File: config.mk
export PLATFORM = sky130hd
export DESIGN_NAME = fhi_interlock
export DESIGN_NICKNAME = d
export VERILOG_FILES = /design/src/fhi_pkg.sv /design/src/fhi_sb_if.sv /design/src/fhi_scoreboard.sv /design/src/fhi_interlock.sv
export SDC_FILE = /design/constraint.sdc
export NUM_CORES = 2
export LEC_CHECK = 0
export BUFFER_PORTS_ARGS = -buffer_cell sky130_fd_sc_hd__buf_2
export CORE_MARGIN = 2
export CORE_UTILIZATION = 47
export DETAILED_ROUTE_END_ITERATION = 8
export PLACE_DENSITY = 0.7
export SLEW_MARGIN = 20
export SYNTH_ARGS = -nofsm -noshare
export SYNTH_HDL_FRONTEND = slang
export SYNTH_SLANG_ARGS = --single-unit
File: constraint.sdc
create_clock -name pclk -period 8.4 [get_ports pclk]
set_input_delay 0.84 -clock pclk [delete_from_list [all_inputs] [get_ports pclk]]
set_output_delay 0.84 -clock pclk [all_outputs]
set_load 0.02 [all_outputs]
File: src/fhi_pkg.sv
package fhi_pkg;

  // ****************************************
  // apb register map
  // ****************************************
  localparam logic [11:0] FHI_ADDR_CTRL   = 12'h000;
  localparam logic [11:0] FHI_ADDR_STAT   = 12'h004;
  localparam logic [11:0] FHI_ADDR_DLOCK  = 12'h008;
  localparam logic [11:0] FHI_ADDR_SLOCK  = 12'h00c;
  localparam int          FHI_CTRL_FAST   = 0;
  localparam int          FHI_CTRL_LEN_LO = 4;
  localparam int          FHI_CTRL_STR_LO = 8;
  localparam logic        FHI_FAST_RST    = 1'h0;
  localparam logic [2:0]  FHI_LEN_RST     = 3'h0;
  localparam logic [1:0]  FHI_STRIDE_RST  = 2'h0;
  localparam int          FHI_STAT_CC_LO  = 0;
  localparam int          FHI_STAT_ISS    = 4;
  localparam int          FHI_STAT_CMP    = 5;
  localparam int          FHI_STAT_LDM    = 6;
  localparam int          FHI_STAT_AR     = 7;
  localparam int          FHI_STAT_VS     = 8;

  // ****************************************
  // field encodings and timing
  // ****************************************
  localparam logic [1:0]  FHI_STRIDE_ONE  = 2'h0;
  localparam logic [1:0]  FHI_STRIDE_TWO  = 2'h3;
  localparam logic [3:0]  FHI_FAST_SP_THR = 4'h4;
  localparam logic [3:0]  FHI_FAST_DP_THR = 4'h2;
  localparam logic [2:0]  FHI_CMP_CC_LAT  = 3'h4;
  localparam logic [2:0]  FHI_LDM_WR_LAT  = 3'h4;
  localparam logic [5:0]  FHI_LDM_PER_W   = 6'h2;
  localparam logic [4:0]  FHI_ARITH_WB    = 5'h8;
  localparam logic [1:0]  FHI_CLR_OFF_ONE = 2'h1;
  localparam logic [1:0]  FHI_CLR_OFF_TWO = 2'h2;

  typedef enum logic [2:0] {
    FHI_OP_NOP  = 3'h0,
    FHI_OP_ADD  = 3'h1,
    FHI_OP_MUL  = 3'h2,
    FHI_OP_MAC  = 3'h3,
    FHI_OP_CMP  = 3'h4,
    FHI_OP_XFER = 3'h5,
    FHI_OP_LDM  = 3'h6
  } fhi_op_t;

  typedef enum logic [1:0] {
    FHI_LDM_IDLE  = 2'b00,
    FHI_LDM_PIPE  = 2'b01,
    FHI_LDM_WRITE = 2'b11
  } fhi_ldm_t;

endpackage

File: src/fhi_sb_if.sv
`timescale 1ns/1ps
interface fhi_sb_if;
  logic [31:0] set_dst;
  logic [31:0] clr_dst;
  logic [31:0] set_src;
  logic [31:0] clr_src;
  logic [31:0] dst_lock;
  logic [31:0] src_lock;
  modport ctl (output set_dst, clr_dst, set_src, clr_src, input dst_lock, src_lock);
  modport sb  (input set_dst, clr_dst, set_src, clr_src, output dst_lock, src_lock);
endinterface

File: src/fhi_scoreboard.sv
`timescale 1ns/1ps
module fhi_scoreboard
  import fhi_pkg::*;
(
  // clock and reset
  input wire logic pclk,
  input wire logic presetn,
  input wire logic ce,
  // lock traffic
  fhi_sb_if.sb     sb
);

  typedef struct packed {
    logic [31:0] dst;
    logic [31:0] src;
  } fhi_sb_st_t;

  fhi_sb_st_t st;
  fhi_sb_st_t next_st;

  // ****************************************
  // lock bits, set wins over clear
  // ****************************************
  always_comb begin
    next_st.dst = (st.dst & ~sb.clr_dst) | sb.set_dst;
    next_st.src = (st.src & ~sb.clr_src) | sb.set_src;
  end

  always_ff @(posedge pclk or negedge presetn) begin
    if (!presetn) begin
      st <= '0;
    end else if (ce) begin
      st <= next_st;
    end
  end

  assign sb.dst_lock = st.dst;
  assign sb.src_lock = st.src;
endmodule

File: src/fhi_interlock.sv
// Function
// - status transfer waits in decode after compare
// - condition codes reach core two cycles later
// - add waits for load multiple final transfer
// - vector add waits for the load transfers writing its registers, not the whole load
// - length field b011 means four iterations
// - stride field b00 means stride one
// - add after multiply held seven cycles
// - load multiple waits for source lock release
// - fast single locks only beyond four iterations
// - fast double locks only beyond two iterations
// - fast mode never locks scalar sources
// - fast mode frees overlapping load four cycles
// - full mode locks all vector sources
// - full mode releases sources per execute
`timescale 1ns/1ps
module fhi_interlock
  import fhi_pkg::*;
(
  // clock and reset
  input  wire logic        pclk,
  input  wire logic        presetn,
  input  wire logic        ce,
  // apb slave
  input  wire logic        psel,
  input  wire logic        penable,
  input  wire logic        pwrite,
  input  wire logic [11:0] paddr,
  input  wire logic [31:0] pwdata,
  output logic      [31:0] prdata,
  output logic             pready,
  output logic             pslverr,
  // decode from core
  input  wire logic        dec_valid,
  input  wire logic [2:0]  dec_op,
  input  wire logic [4:0]  dec_dst,
  input  wire logic [4:0]  dec_src_a,
  input  wire logic [4:0]  dec_src_b,
  input  wire logic [5:0]  dec_count,
  input  wire logic        dec_dp,
  output logic             dec_ready,
  // issue status
  output logic             issue_fire,
  output logic             fwd_hit,
  // condition codes
  input  wire logic [3:0]  cmp_result,
  output logic             cc_valid,
  output logic      [3:0]  cc_out
);

  typedef struct packed {
    logic        fast;
    logic [2:0]  len;
    logic [1:0]  stride;
    logic        iss_valid;
    fhi_op_t     iss_op;
    logic [4:0]  iss_dst;
    logic [4:0]  iss_a;
    logic [4:0]  iss_b;
    logic [5:0]  iss_cnt;
    logic        iss_dp;
    logic [2:0]  cmp_cnt;
    logic [3:0]  fp_status_control_reg_cc;
    logic        cc_valid;
    logic [3:0]  cc_out;
    fhi_ldm_t    ldm_st;
    logic [2:0]  ldm_cnt;
    logic [4:0]  ldm_next;
    logic [5:0]  ldm_left;
    logic        ar_busy;
    logic [4:0]  ar_cnt;
    logic [4:0]  ar_dst;
    logic [3:0]  ar_n;
    logic        vs_active;
    logic [4:0]  vs_a;
    logic [4:0]  vs_b;
    logic        vs_step2;
    logic [3:0]  vs_first;
    logic [3:0]  vs_n;
    logic [1:0]  vs_off;
    logic [3:0]  vs_cnt;
    logic [31:0] prdata;
    logic        pslverr;
  } fhi_st_t;

  fhi_st_t     st;
  fhi_st_t     next_st;
  fhi_sb_if    sbi ();
  logic [3:0]  n_iter;
  logic        step2;
  logic [31:0] src_need;
  logic [31:0] dst_need;
  logic [31:0] dst_eff;
  logic        hazard;
  logic        busy;
  logic        is_arith;
  logic        lock_src;
  logic [3:0]  lock_first;
  logic        xfer_ok;
  logic [3:0]  vs_iter;
  logic        setup;

  // ****************************************
  // register masks
  // ****************************************
  function automatic logic [31:0] vec_mask(input logic [4:0] base, input logic [3:0] n,
                                           input logic [3:0] first, input logic stp2);
    logic [31:0] m;
    logic [2:0]  o;
    m = 32'h0;
    for (int k = 0; k < 8; k++) begin
      if (4'(k) >= first && 4'(k) < n) begin
        o = base[2:0] + (stp2 ? 3'(k * 2) : 3'(k));
        m[{base[4:3], o}] = 1'b1;
      end
    end
    return m;
  endfunction

  function automatic logic [31:0] range_mask(input logic [4:0] base, input logic [5:0] cnt);
    logic [31:0] m;
    m = 32'h0;
    for (int i = 0; i < 32; i++) begin
      m[i] = (7'(i) >= {2'b00, base}) && (7'(i) < ({2'b00, base} + {1'b0, cnt}));
    end
    return m;
  endfunction

  fhi_scoreboard u_sb (
    .pclk    (pclk),
    .presetn (presetn),
    .ce      (ce),
    .sb      (sbi.sb)
  );

  // ****************************************
  // field decode
  // ****************************************
  assign n_iter = {1'b0, st.len} + 4'h1;
  assign step2  = (st.stride == FHI_STRIDE_TWO);

  // ****************************************
  // lock release
  // ****************************************
  always_comb begin
    sbi.clr_dst = 32'h0;
    sbi.clr_src = 32'h0;
    vs_iter     = st.vs_cnt - {2'b00, st.vs_off} + st.vs_first;
    if (st.ldm_st == FHI_LDM_WRITE) begin
      sbi.clr_dst = range_mask(st.ldm_next, (st.ldm_left < FHI_LDM_PER_W) ?
                               st.ldm_left : FHI_LDM_PER_W);
    end
    if (st.ar_busy && st.ar_cnt == 5'h1) begin
      sbi.clr_dst = sbi.clr_dst | vec_mask(st.ar_dst, st.ar_n, 4'h0, 1'b0);
    end
    if (st.vs_active && st.vs_cnt >= {2'b00, st.vs_off}) begin
      sbi.clr_src = vec_mask(st.vs_a, vs_iter + 4'h1, vs_iter, st.vs_step2)
                  | vec_mask(st.vs_b, vs_iter + 4'h1, vs_iter, st.vs_step2);
    end
  end

  // ****************************************
  // issue check
  // ****************************************
  always_comb begin
    is_arith = st.iss_op inside {FHI_OP_ADD, FHI_OP_MUL, FHI_OP_MAC};
    src_need = 32'h0;
    dst_need = 32'h0;
    if (is_arith) begin
      src_need = vec_mask(st.iss_a, n_iter, 4'h0, step2) | vec_mask(st.iss_b, n_iter, 4'h0, step2);
      dst_need = vec_mask(st.iss_dst, n_iter, 4'h0, step2);
    end else if (st.iss_op == FHI_OP_CMP) begin
      src_need = vec_mask(st.iss_a, 4'h1, 4'h0, 1'b0) | vec_mask(st.iss_b, 4'h1, 4'h0, 1'b0);
    end else if (st.iss_op == FHI_OP_LDM) begin
      dst_need = range_mask(st.iss_dst, st.iss_cnt);
    end
    dst_eff = sbi.dst_lock & ~sbi.clr_dst;
    hazard  = |(src_need & dst_eff)
            | |(dst_need & (dst_eff | sbi.src_lock));
    lock_first = st.iss_dp ? FHI_FAST_DP_THR : FHI_FAST_SP_THR;
    if (!st.fast) begin
      lock_src = is_arith;
    end else begin
      lock_src = (st.iss_op inside {FHI_OP_MUL, FHI_OP_MAC})
               && n_iter > lock_first;
    end
    busy = (st.iss_op == FHI_OP_LDM && st.ldm_st != FHI_LDM_IDLE)
         | (is_arith && st.ar_busy && st.ar_cnt != 5'h1)
         | (lock_src && st.vs_active);
    issue_fire = ce && st.iss_valid && !hazard && !busy;
    fwd_hit    = issue_fire && |(src_need & sbi.dst_lock & sbi.clr_dst);
    sbi.set_dst = issue_fire ? dst_need : 32'h0;
    sbi.set_src = 32'h0;
    if (issue_fire && lock_src) begin
      sbi.set_src = vec_mask(st.iss_a, n_iter, st.fast ? lock_first : 4'h0, step2)
                  | vec_mask(st.iss_b, n_iter, st.fast ? lock_first : 4'h0, step2);
    end
  end

  // ****************************************
  // decode hold
  // ****************************************
  assign xfer_ok   = (st.cmp_cnt <= 3'h1) && !(st.iss_valid && st.iss_op == FHI_OP_CMP);
  assign dec_ready = ce && (!st.iss_valid || issue_fire)
                   && !(dec_op == FHI_OP_XFER && !xfer_ok);
  assign setup     = psel && !penable;

  // ****************************************
  // next state
  // ****************************************
  always_comb begin
    next_st = st;
    next_st.cc_valid = 1'b0;
    if (issue_fire) begin
      next_st.iss_valid = 1'b0;
    end
    if (dec_valid && dec_ready) begin
      next_st.iss_valid = 1'b1;
      next_st.iss_op    = fhi_op_t'(dec_op);
      next_st.iss_dst   = dec_dst;
      next_st.iss_a     = dec_src_a;
      next_st.iss_b     = dec_src_b;
      next_st.iss_cnt   = dec_count;
      next_st.iss_dp    = dec_dp;
    end
    // compare and status transfer
    if (st.cmp_cnt != 3'h0) begin
      next_st.cmp_cnt = st.cmp_cnt - 3'h1;
    end
    if (st.cmp_cnt == 3'h1) begin
      next_st.fp_status_control_reg_cc = cmp_result;
    end
    if (issue_fire && st.iss_op == FHI_OP_CMP) begin
      next_st.cmp_cnt = FHI_CMP_CC_LAT;
    end
    if (issue_fire && st.iss_op == FHI_OP_XFER) begin
      next_st.cc_valid = 1'b1;
      next_st.cc_out   = st.fp_status_control_reg_cc;
    end
    // load multiple sequence
    case (st.ldm_st)
      FHI_LDM_IDLE: begin
        if (issue_fire && st.iss_op == FHI_OP_LDM) begin
          next_st.ldm_st   = FHI_LDM_PIPE;
          next_st.ldm_cnt  = FHI_LDM_WR_LAT - 3'h1;
          next_st.ldm_next = st.iss_dst;
          next_st.ldm_left = st.iss_cnt;
        end
      end
      FHI_LDM_PIPE: begin
        next_st.ldm_cnt = st.ldm_cnt - 3'h1;
        if (st.ldm_cnt == 3'h1) begin
          next_st.ldm_st = FHI_LDM_WRITE;
        end
      end
      FHI_LDM_WRITE: begin
        next_st.ldm_next = st.ldm_next + 5'(FHI_LDM_PER_W);
        next_st.ldm_left = (st.ldm_left > FHI_LDM_PER_W) ? st.ldm_left - FHI_LDM_PER_W : 6'h0;
        if (st.ldm_left <= FHI_LDM_PER_W) begin
          next_st.ldm_st = FHI_LDM_IDLE;
        end
      end
      default: begin
        next_st.ldm_st = FHI_LDM_IDLE;
      end
    endcase
    // arithmetic writeback
    if (st.ar_busy) begin
      next_st.ar_cnt = st.ar_cnt - 5'h1;
      if (st.ar_cnt == 5'h1) begin
        next_st.ar_busy = 1'b0;
      end
    end
    if (issue_fire && is_arith) begin
      next_st.ar_busy = 1'b1;
      next_st.ar_cnt  = FHI_ARITH_WB + {1'b0, n_iter} - 5'h1;
      next_st.ar_dst  = st.iss_dst;
      next_st.ar_n    = n_iter;
    end
    // source release walk
    if (st.vs_active) begin
      next_st.vs_cnt = st.vs_cnt + 4'h1;
      if (vs_iter + 4'h1 >= st.vs_n && st.vs_cnt >= {2'b00, st.vs_off}) begin
        next_st.vs_active = 1'b0;
      end
    end
    if (issue_fire && lock_src) begin
      next_st.vs_active = 1'b1;
      next_st.vs_a      = st.iss_a;
      next_st.vs_b      = st.iss_b;
      next_st.vs_step2  = step2;
      next_st.vs_n      = n_iter;
      next_st.vs_first  = st.fast ? lock_first : 4'h0;
      next_st.vs_off    = (st.fast && !st.iss_dp) ? FHI_CLR_OFF_TWO : FHI_CLR_OFF_ONE;
      next_st.vs_cnt    = 4'h1;
    end
    // apb
    if (setup) begin
      next_st.pslverr = 1'b0;
      next_st.prdata  = 32'h0;
      case (paddr)
        FHI_ADDR_CTRL: begin
          next_st.prdata[FHI_CTRL_FAST]                     = st.fast;
          next_st.prdata[FHI_CTRL_LEN_LO +: 3]              = st.len;
          next_st.prdata[FHI_CTRL_STR_LO +: 2]              = st.stride;
        end
        FHI_ADDR_STAT: begin
          next_st.prdata[FHI_STAT_CC_LO +: 4]               = st.fp_status_control_reg_cc;
          next_st.prdata[FHI_STAT_ISS]                      = st.iss_valid;
          next_st.prdata[FHI_STAT_CMP]                      = st.cmp_cnt != 3'h0;
          next_st.prdata[FHI_STAT_LDM]                      = st.ldm_st != FHI_LDM_IDLE;
          next_st.prdata[FHI_STAT_AR]                       = st.ar_busy;
          next_st.prdata[FHI_STAT_VS]                       = st.vs_active;
        end
        FHI_ADDR_DLOCK: next_st.prdata = sbi.dst_lock;
        FHI_ADDR_SLOCK: next_st.prdata = sbi.src_lock;
        default:        next_st.pslverr = 1'b1;
      endcase
    end
    if (psel && penable && pwrite && paddr == FHI_ADDR_CTRL) begin
      next_st.fast   = pwdata[FHI_CTRL_FAST];
      next_st.len    = pwdata[FHI_CTRL_LEN_LO +: 3];
      next_st.stride = pwdata[FHI_CTRL_STR_LO +: 2];
    end
  end

  always_ff @(posedge pclk or negedge presetn) begin
    if (!presetn) begin
      st        <= '0;
      st.fast   <= FHI_FAST_RST;
      st.len    <= FHI_LEN_RST;
      st.stride <= FHI_STRIDE_RST;
    end else if (ce) begin
      st <= next_st;
    end
  end

  assign prdata   = st.prdata;
  assign pready   = 1'b1;
  assign pslverr  = st.pslverr & psel & penable;
  assign cc_valid = st.cc_valid;
  assign cc_out   = st.cc_out;
endmodule

# [Word-level counts from Yosys, hierarchy flattened]
# Cells that the tools add are included.
# Widths: inputs -> output; s select.
[op_classes] eq_ne=20 order_cmp=269 n_reduce_logical=193 n_addsub=56 bitwise=77 mux=283
[op_table] operator="$mux 32" n=141
[op_table] operator="$or 32x32->32" n=64
[op_table] operator="$lt 5x6->1 const B" n=48
[op_table] operator="$demux 1 s5" n=48
[op_table] operator="$ge 5x1->1 const B" n=48
[op_table] operator="$lt 5x7->1 const A" n=32
[op_table] operator="$and 32x32->32" n=6
[op_table] operator="$logic_and 1x1->1" n=154
[op_table] operator="$ge 5x5->1 const A" n=30
[op_table] operator="$lt 4x7->1 const A" n=16
[op_table] operator="$add 3x3->3" n=33
[op_table] operator="$reduce_or 32->1" n=3
[op_table] operator="$ge 4x5->1 const A" n=16
[op_table] operator="$not 32->32" n=2
[op_table] operator="$lt 3x7->1 const A" n=8
[op_table] operator="$mux 1" n=56
[op_table] operator="$mux 26" n=2
[op_table] operator="$lt 3x4->1 const A" n=12
[op_table] operator="$pmux 22 s2" n=1
[op_table] operator="$ge 3x5->1 const A" n=8
[op_table] operator="$mux 3" n=12
[op_table] operator="$lt 1x7->1 const A" n=4
[op_table] operator="$lt 2x7->1 const A" n=4
[op_table] operator="$eq 12x4->1 const B" n=2
[op_table] operator="66 further kinds" n=148
[totals] register_bits=198 output_inout_bits=42 inputBits=80 word_cells=932

# [Longest topological paths before layout]
[logic_depth] word_depth=64 depth_mapped=24 ltp_nobuf=18

# [By module]
# From an unflattened synthesis, not the netlist that was laid out.
[unflattened] cells_unflattened=3453 hier_area_um2=25256.7
[by_module_without_submodules] mod="fhi_interlock" seq_area_each_um2=3278.1 cells_each=3247 area_per_inst_um2=22779.3 n_inst=1
[by_module_without_submodules] mod="fhi_scoreboard" seq_area_each_um2=1601.5 cells_each=206 area_per_inst_um2=2477.4 n_inst=1

# [Least setup slack after synthesis]
# No wires, ideal clock.
[synth_path] path_kind="flip-flop to output port" startpoint="reg st[128] (netlist bit)" endpoint="out fwd_hit" arrival_time_ns=4.804 path_buffers=4 slack_ns=2.756 required_ns=7.560 path_stages_with_launch=22 cell_sequence="dfrtp_1 -> and2_1 -> buf_2 -> inv_1 -> buf_4 -> ha_1 -> inv_1 -> fa_1 -> nand2b_1 -> o32a_1 -> nor3_1 -> or4_1 -> or3_1 -> o211a_1 -> a2111oi_0 -> and4_1 -> nand4_1 -> or2_1 -> buf_6 -> clkinv_2 -> buf_2 -> o31a_1"
[synth_via] elab_chain_len=37 word_cells_on_any_way=211 classes_between="add/sub: 21; order compare: 42; eq/ne: 1; mux: 92; bitwise: 27; reduce/logical: 28"
[synth_rtl] item="start, declared" line="fhi_interlock.sv:86" source="fhi_st_t st;"
[synth_rtl] item="start signal, assigned" line="fhi_interlock.sv:334" source="st <= next_st;"
[synth_rtl] item="$eq 2x2->1 (*)" line="fhi_interlock.sv:140" source="assign step2 = (st.stride == FHI_STRIDE_TWO);"
[synth_rtl] item="$mux 2" line="fhi_interlock.sv:113" source="o = base[2:0] + (stp2 ? 3'(k * 2) : 3'(k));"
[synth_rtl] item="$add 3x3->3 or $add 3x2->3 (tied branches)" line="fhi_interlock.sv:113"
[synth_rtl] item="$lt 5x6->1 (not written as such) or $ge 5x1->1 (tied branches)" line="fhi_interlock.sv:114" source="m[{base[4:3], o}] = 1'b1;"
[synth_rtl] item="$logic_and 1x1->1 (not written as such)" line="fhi_interlock.sv:114"
[synth_rtl] item="$mux 1 (not written as such)" line="fhi_interlock.sv:114"
[synth_rtl] item="$demux 1 s5" line="fhi_interlock.sv:114"
[synth_rtl] item="$or 32x32->32 (no line)"
[synth_rtl] item="[... 21 more ...]"
[synth_rtl] item="$mux 32" line="fhi_interlock.sv:169" source="if (is_arith) begin"
[synth_rtl] item="$and 32x32->32" line="fhi_interlock.sv:178" source="hazard = |(src_need & dst_eff)"
[synth_rtl] item="$reduce_or 32->1" line="fhi_interlock.sv:178"
[synth_rtl] item="$or 1x1->1 (*)" line="fhi_interlock.sv:179" source="| |(dst_need & (dst_eff | sbi.src_lock));"
[synth_rtl] item="$logic_not 1->1 (*)" line="fhi_interlock.sv:190" source="issue_fire = ce && st.iss_valid && !hazard && !busy;"
[synth_rtl] item="$logic_and 1x1->1 (*) (2 in a row)" line="fhi_interlock.sv:190"
[synth_rtl] item="named net issue_fire" line="fhi_interlock.sv:43" source="output logic issue_fire,"
[synth_rtl] item="$logic_and 1x1->1 (*)" line="fhi_interlock.sv:191" source="fwd_hit = issue_fire && |(src_need & sbi.dst_lock & sbi.clr_dst);"
[synth_rtl] item="end, declared" line="fhi_interlock.sv:44" source="output logic fwd_hit,"
# Mark *: on every way through the listed nets, which the timed path passes. The rest lies on a longest branch. The select of a mux whose other input is x is not followed.

# [Worst setup path after layout]
[layout_path] startpoint="reg st[128] (netlist bit)" endpoint="out fwd_hit"
[layout_via] elab_chain_len=37 word_cells_on_any_way=211 classes_between="add/sub: 21; order compare: 42; eq/ne: 1; mux: 92; bitwise: 27; reduce/logical: 28"
[layout_rtl] item="$eq 2x2->1 (*)" line="fhi_interlock.sv:140"
[layout_rtl] item="$mux 2" line="fhi_interlock.sv:113"
[layout_rtl] item="$add 3x3->3 or $add 3x2->3 (tied branches)" line="fhi_interlock.sv:113"
[layout_rtl] item="$lt 5x6->1 (not written as such) or $ge 5x1->1 (tied branches)" line="fhi_interlock.sv:114"
[layout_rtl] item="$logic_and 1x1->1 (not written as such)" line="fhi_interlock.sv:114"
[layout_rtl] item="$mux 1 (not written as such)" line="fhi_interlock.sv:114"
[layout_rtl] item="$demux 1 s5" line="fhi_interlock.sv:114"
[layout_rtl] item="$or 32x32->32 (no line)"
[layout_rtl] item="[... 20 more ...]"
[layout_rtl] item="$or 32x32->32" line="fhi_interlock.sv:170" source="src_need = vec_mask(st.iss_a, n_iter, 4'h0, step2) | vec_mask(st.iss_b, n_iter, 4'h0, step2);"
[layout_rtl] item="$mux 32" line="fhi_interlock.sv:169"
[layout_rtl] item="$and 32x32->32" line="fhi_interlock.sv:178"
[layout_rtl] item="$reduce_or 32->1" line="fhi_interlock.sv:178"
[layout_rtl] item="$or 1x1->1" line="fhi_interlock.sv:179"
[layout_rtl] item="$logic_not 1->1" line="fhi_interlock.sv:190"
[layout_rtl] item="$logic_and 1x1->1 (2 in a row)" line="fhi_interlock.sv:190"
[layout_rtl] item="$logic_and 1x1->1 (*)" line="fhi_interlock.sv:191"
# Every way passes the cells marked *; elsewhere a longest branch is shown, timed or not. The select of a mux whose other input is x is not followed.

==> run metrics <==
maxcap violations 0; TritonCTS Sinks 195; Slew @ Worst Pin 1290 ps; Critical Path Start Type flop; power per cell area 436 nW/µm²; RSZ-0062 raised after global routing no; Leak 0.00956 µW; clock transition at the registers of the reported paths 80 ps; Synth area leaders dfrtp_1 (20%), o21ai_0 (5.9%), nand2_1 (5.4%); worst r2r src st[128]; clk_skew 16.6 ps; RR Endpoint st[42]; IO Count 122; Post-synth top flop dfrtp_1; post-layout util 50.4%; Slew headroom 11.8%; EDFF count, synth 0; Area growth syn-to-layout 6.51%; Root Driver clkbuf_16; core area 51200 µm²; CP max stage delay 930 ps; failing checks design-rule violations; Setup crit end kind output port; first-pass GRT wire length 191000 µm; worst vdd ir 416 µV; Slew Viols, Final 0; share of cells above drive strength 1 11.2%; Pint 4190 µW; vias in the first global route 27200; setup_tns 0 ps; crit-path cells and2_1 > inv_1 > ha_1 > inv_1 > fa_1 > nor2_1 > a22oi_1 > nor3_1 > a221o_1 > nor4_1 > o211ai_1 > o2bb2ai_1 > nor4_1 > nand4_1 > or2_1 > clkinv_2 > o31a_1 > buf_2; DP HPWL 99600 µm; Hold WS 346 ps; Syn Area/Cell 7.30 µm²; top-count cell post-synth nand2_1; total die area 53400 µm²; Routed WL 133000 µm; post-synthesis sequential area ratio 20.1%; Nets 3407; Arr. time, crit path 7100 ps; Critical Path Slowest Stage Cell nor4_1; die width 231 µm; TritonCTS buffer count 17; Final WS setup 462 ps; Hold Vio Cnt, Final 0; initial antenna violation count 6; flops & latches, synth 195; Switch Pwr 7060 µW; RePlAce Congestion 1.11; htree depth 4; wire per inst 33.7 µm; cts hold-fix bufs 0; CTS tree yes; IO Port Bufs 94; pre-CTS setup slack 1610 ps; part of the power in the clock network 7.8%; largest net degree at the start of global routing 94; first-pass detailed-route iteration total 9; placed cells 3921; Synth async-reset ratio 100%; Worst EP required 7560 ps; warning count from the yosys run 0; final setup fails 0; crit-path max FO 13; Routed Antenna Nets 0; Sw Share 62.8%; Initial Utilization 47.4%; GRT overflow 0; min-delay worst type primary input to asynchronous set/reset pin; vias 29900; CTS Buffer Depth 2; area leader, netlist dfrtp_1; Post-CTS Setup Inserts 0; status complete, but fails checks; DRT iter0 DRCs 5221; synthesized cell area 24200 µm²; WS Path Type flop to output port; Worst R2R Setup Slack 1180 ps; worst r2r path cells 19; chip height 231 µm; Final period util 94.5%; fmax 126 MHz; gr usage total 48.9%; CTS resizes 0; Vias/cell 7.54; Non-Filler Instances 3958; minimum clock period 7940 ps; synth cell count leaders nand2_1 (350), o21ai_0 (287), nor2_1 (252), clkbuf_1 (199), dfrtp_1 (195); combinational fraction of design power 74.6%; Clock Latency Late Sink 520 ps; Cell variety after synth 106; DR DRC count 1; Post-Synthesis Cells 3320; Reg power frac 17.6%; share of the synthesized area in the top cell type 20.1%; Rows 83
## registers in the layout (all words and copies together), names as in the netlist
signal and cells:
u_sb.sb.dst_lock 32, prdata 32, cc_valid 1, st 94, u_sb.sb.src_lock 32, cc_out 4
## through the flow
| stage | total power, µW | cell area [µm²] |
|---|---|---|
| after floorplan | 7010 | 24300 |
| after global placement | 9840 | 25200 |
| after detailed placement | 9780 | 25200 |
| after CTS | 10700 | 25800 |
| after global routing | 11700 | 25800 |
| final | 11300 | 25800 |
## kinds of logic after synthesis
| family | synth area share [%] |
|---|---|
| multiplexers | 5.74 |
| other | 0.0310 |
| buffers and inverters | 7.11 |
| AO/OA/AOI/OAI | 35.3 |
| AND/OR/NAND/NOR | 25.2 |
| XOR/XNOR | 2.73 |
| adder cells (fa/ha/maj) | 3.77 |
| flip-flops | 20.1 |
## power by group through the flow
stage	Combinational, µW	Clock (µW)	Sequential (µW)
final	8400	882	1980
after global routing	8750	925	2000
after CTS	7880	889	1920
after detailed placement	7840	0	1930
after global placement	7900	0	1930
after floorplan	5500	0	1510
## cell usage in the layout, fill, tap and decap left out, drive strengths merged, types with 87 or more instances in the layout
cell type  instances
dfrtp            195
o22ai             87
nor2             254
inv               93
a21oi            195
buf              222
nand3            124
nand2            352
o21ai            291
nor3             106
## critical path: cells and delay by family, from the launching register on
family	cells	cell delay [ps]
simple gates	7	2150
compound gates	5	1790
fa+ha+maj	2	1150
buf+inv	4	1070
flops	1	380
## cell type report
type | instances | area, µm²
repair buffers | 222 | 1440
inverters | 93 | 350
well taps | 680 | 851
diodes | 5 | 12.5
clock buffers | 18 | 429
flip-flops and latches | 195 | 4880
clock inverters | 13 | 166
multi-input cells | 2732 | 17700
fillers | 5247 | 25400
## layer usage
metal,share of wire (%),track usage [%]
met4,10,39.6
met2,40,69.7
met3,13,16.7
met1,36,59.6
met5,0.055,0.643
## worst max-delay path by stage
stage | from | endpoint | cells after the start
5_1_grt | st[128] | fwd_hit | 18
3_3_place_gp | st[128] | fwd_hit | 18
4_1_cts | st[128] | fwd_hit | 18
6_report | st[128] | fwd_hit | 18
3_5_place_dp | st[128] | fwd_hit | 18
2_1_floorplan | st[128] | fwd_hit | 21
(Power assumes the default switching activity.)
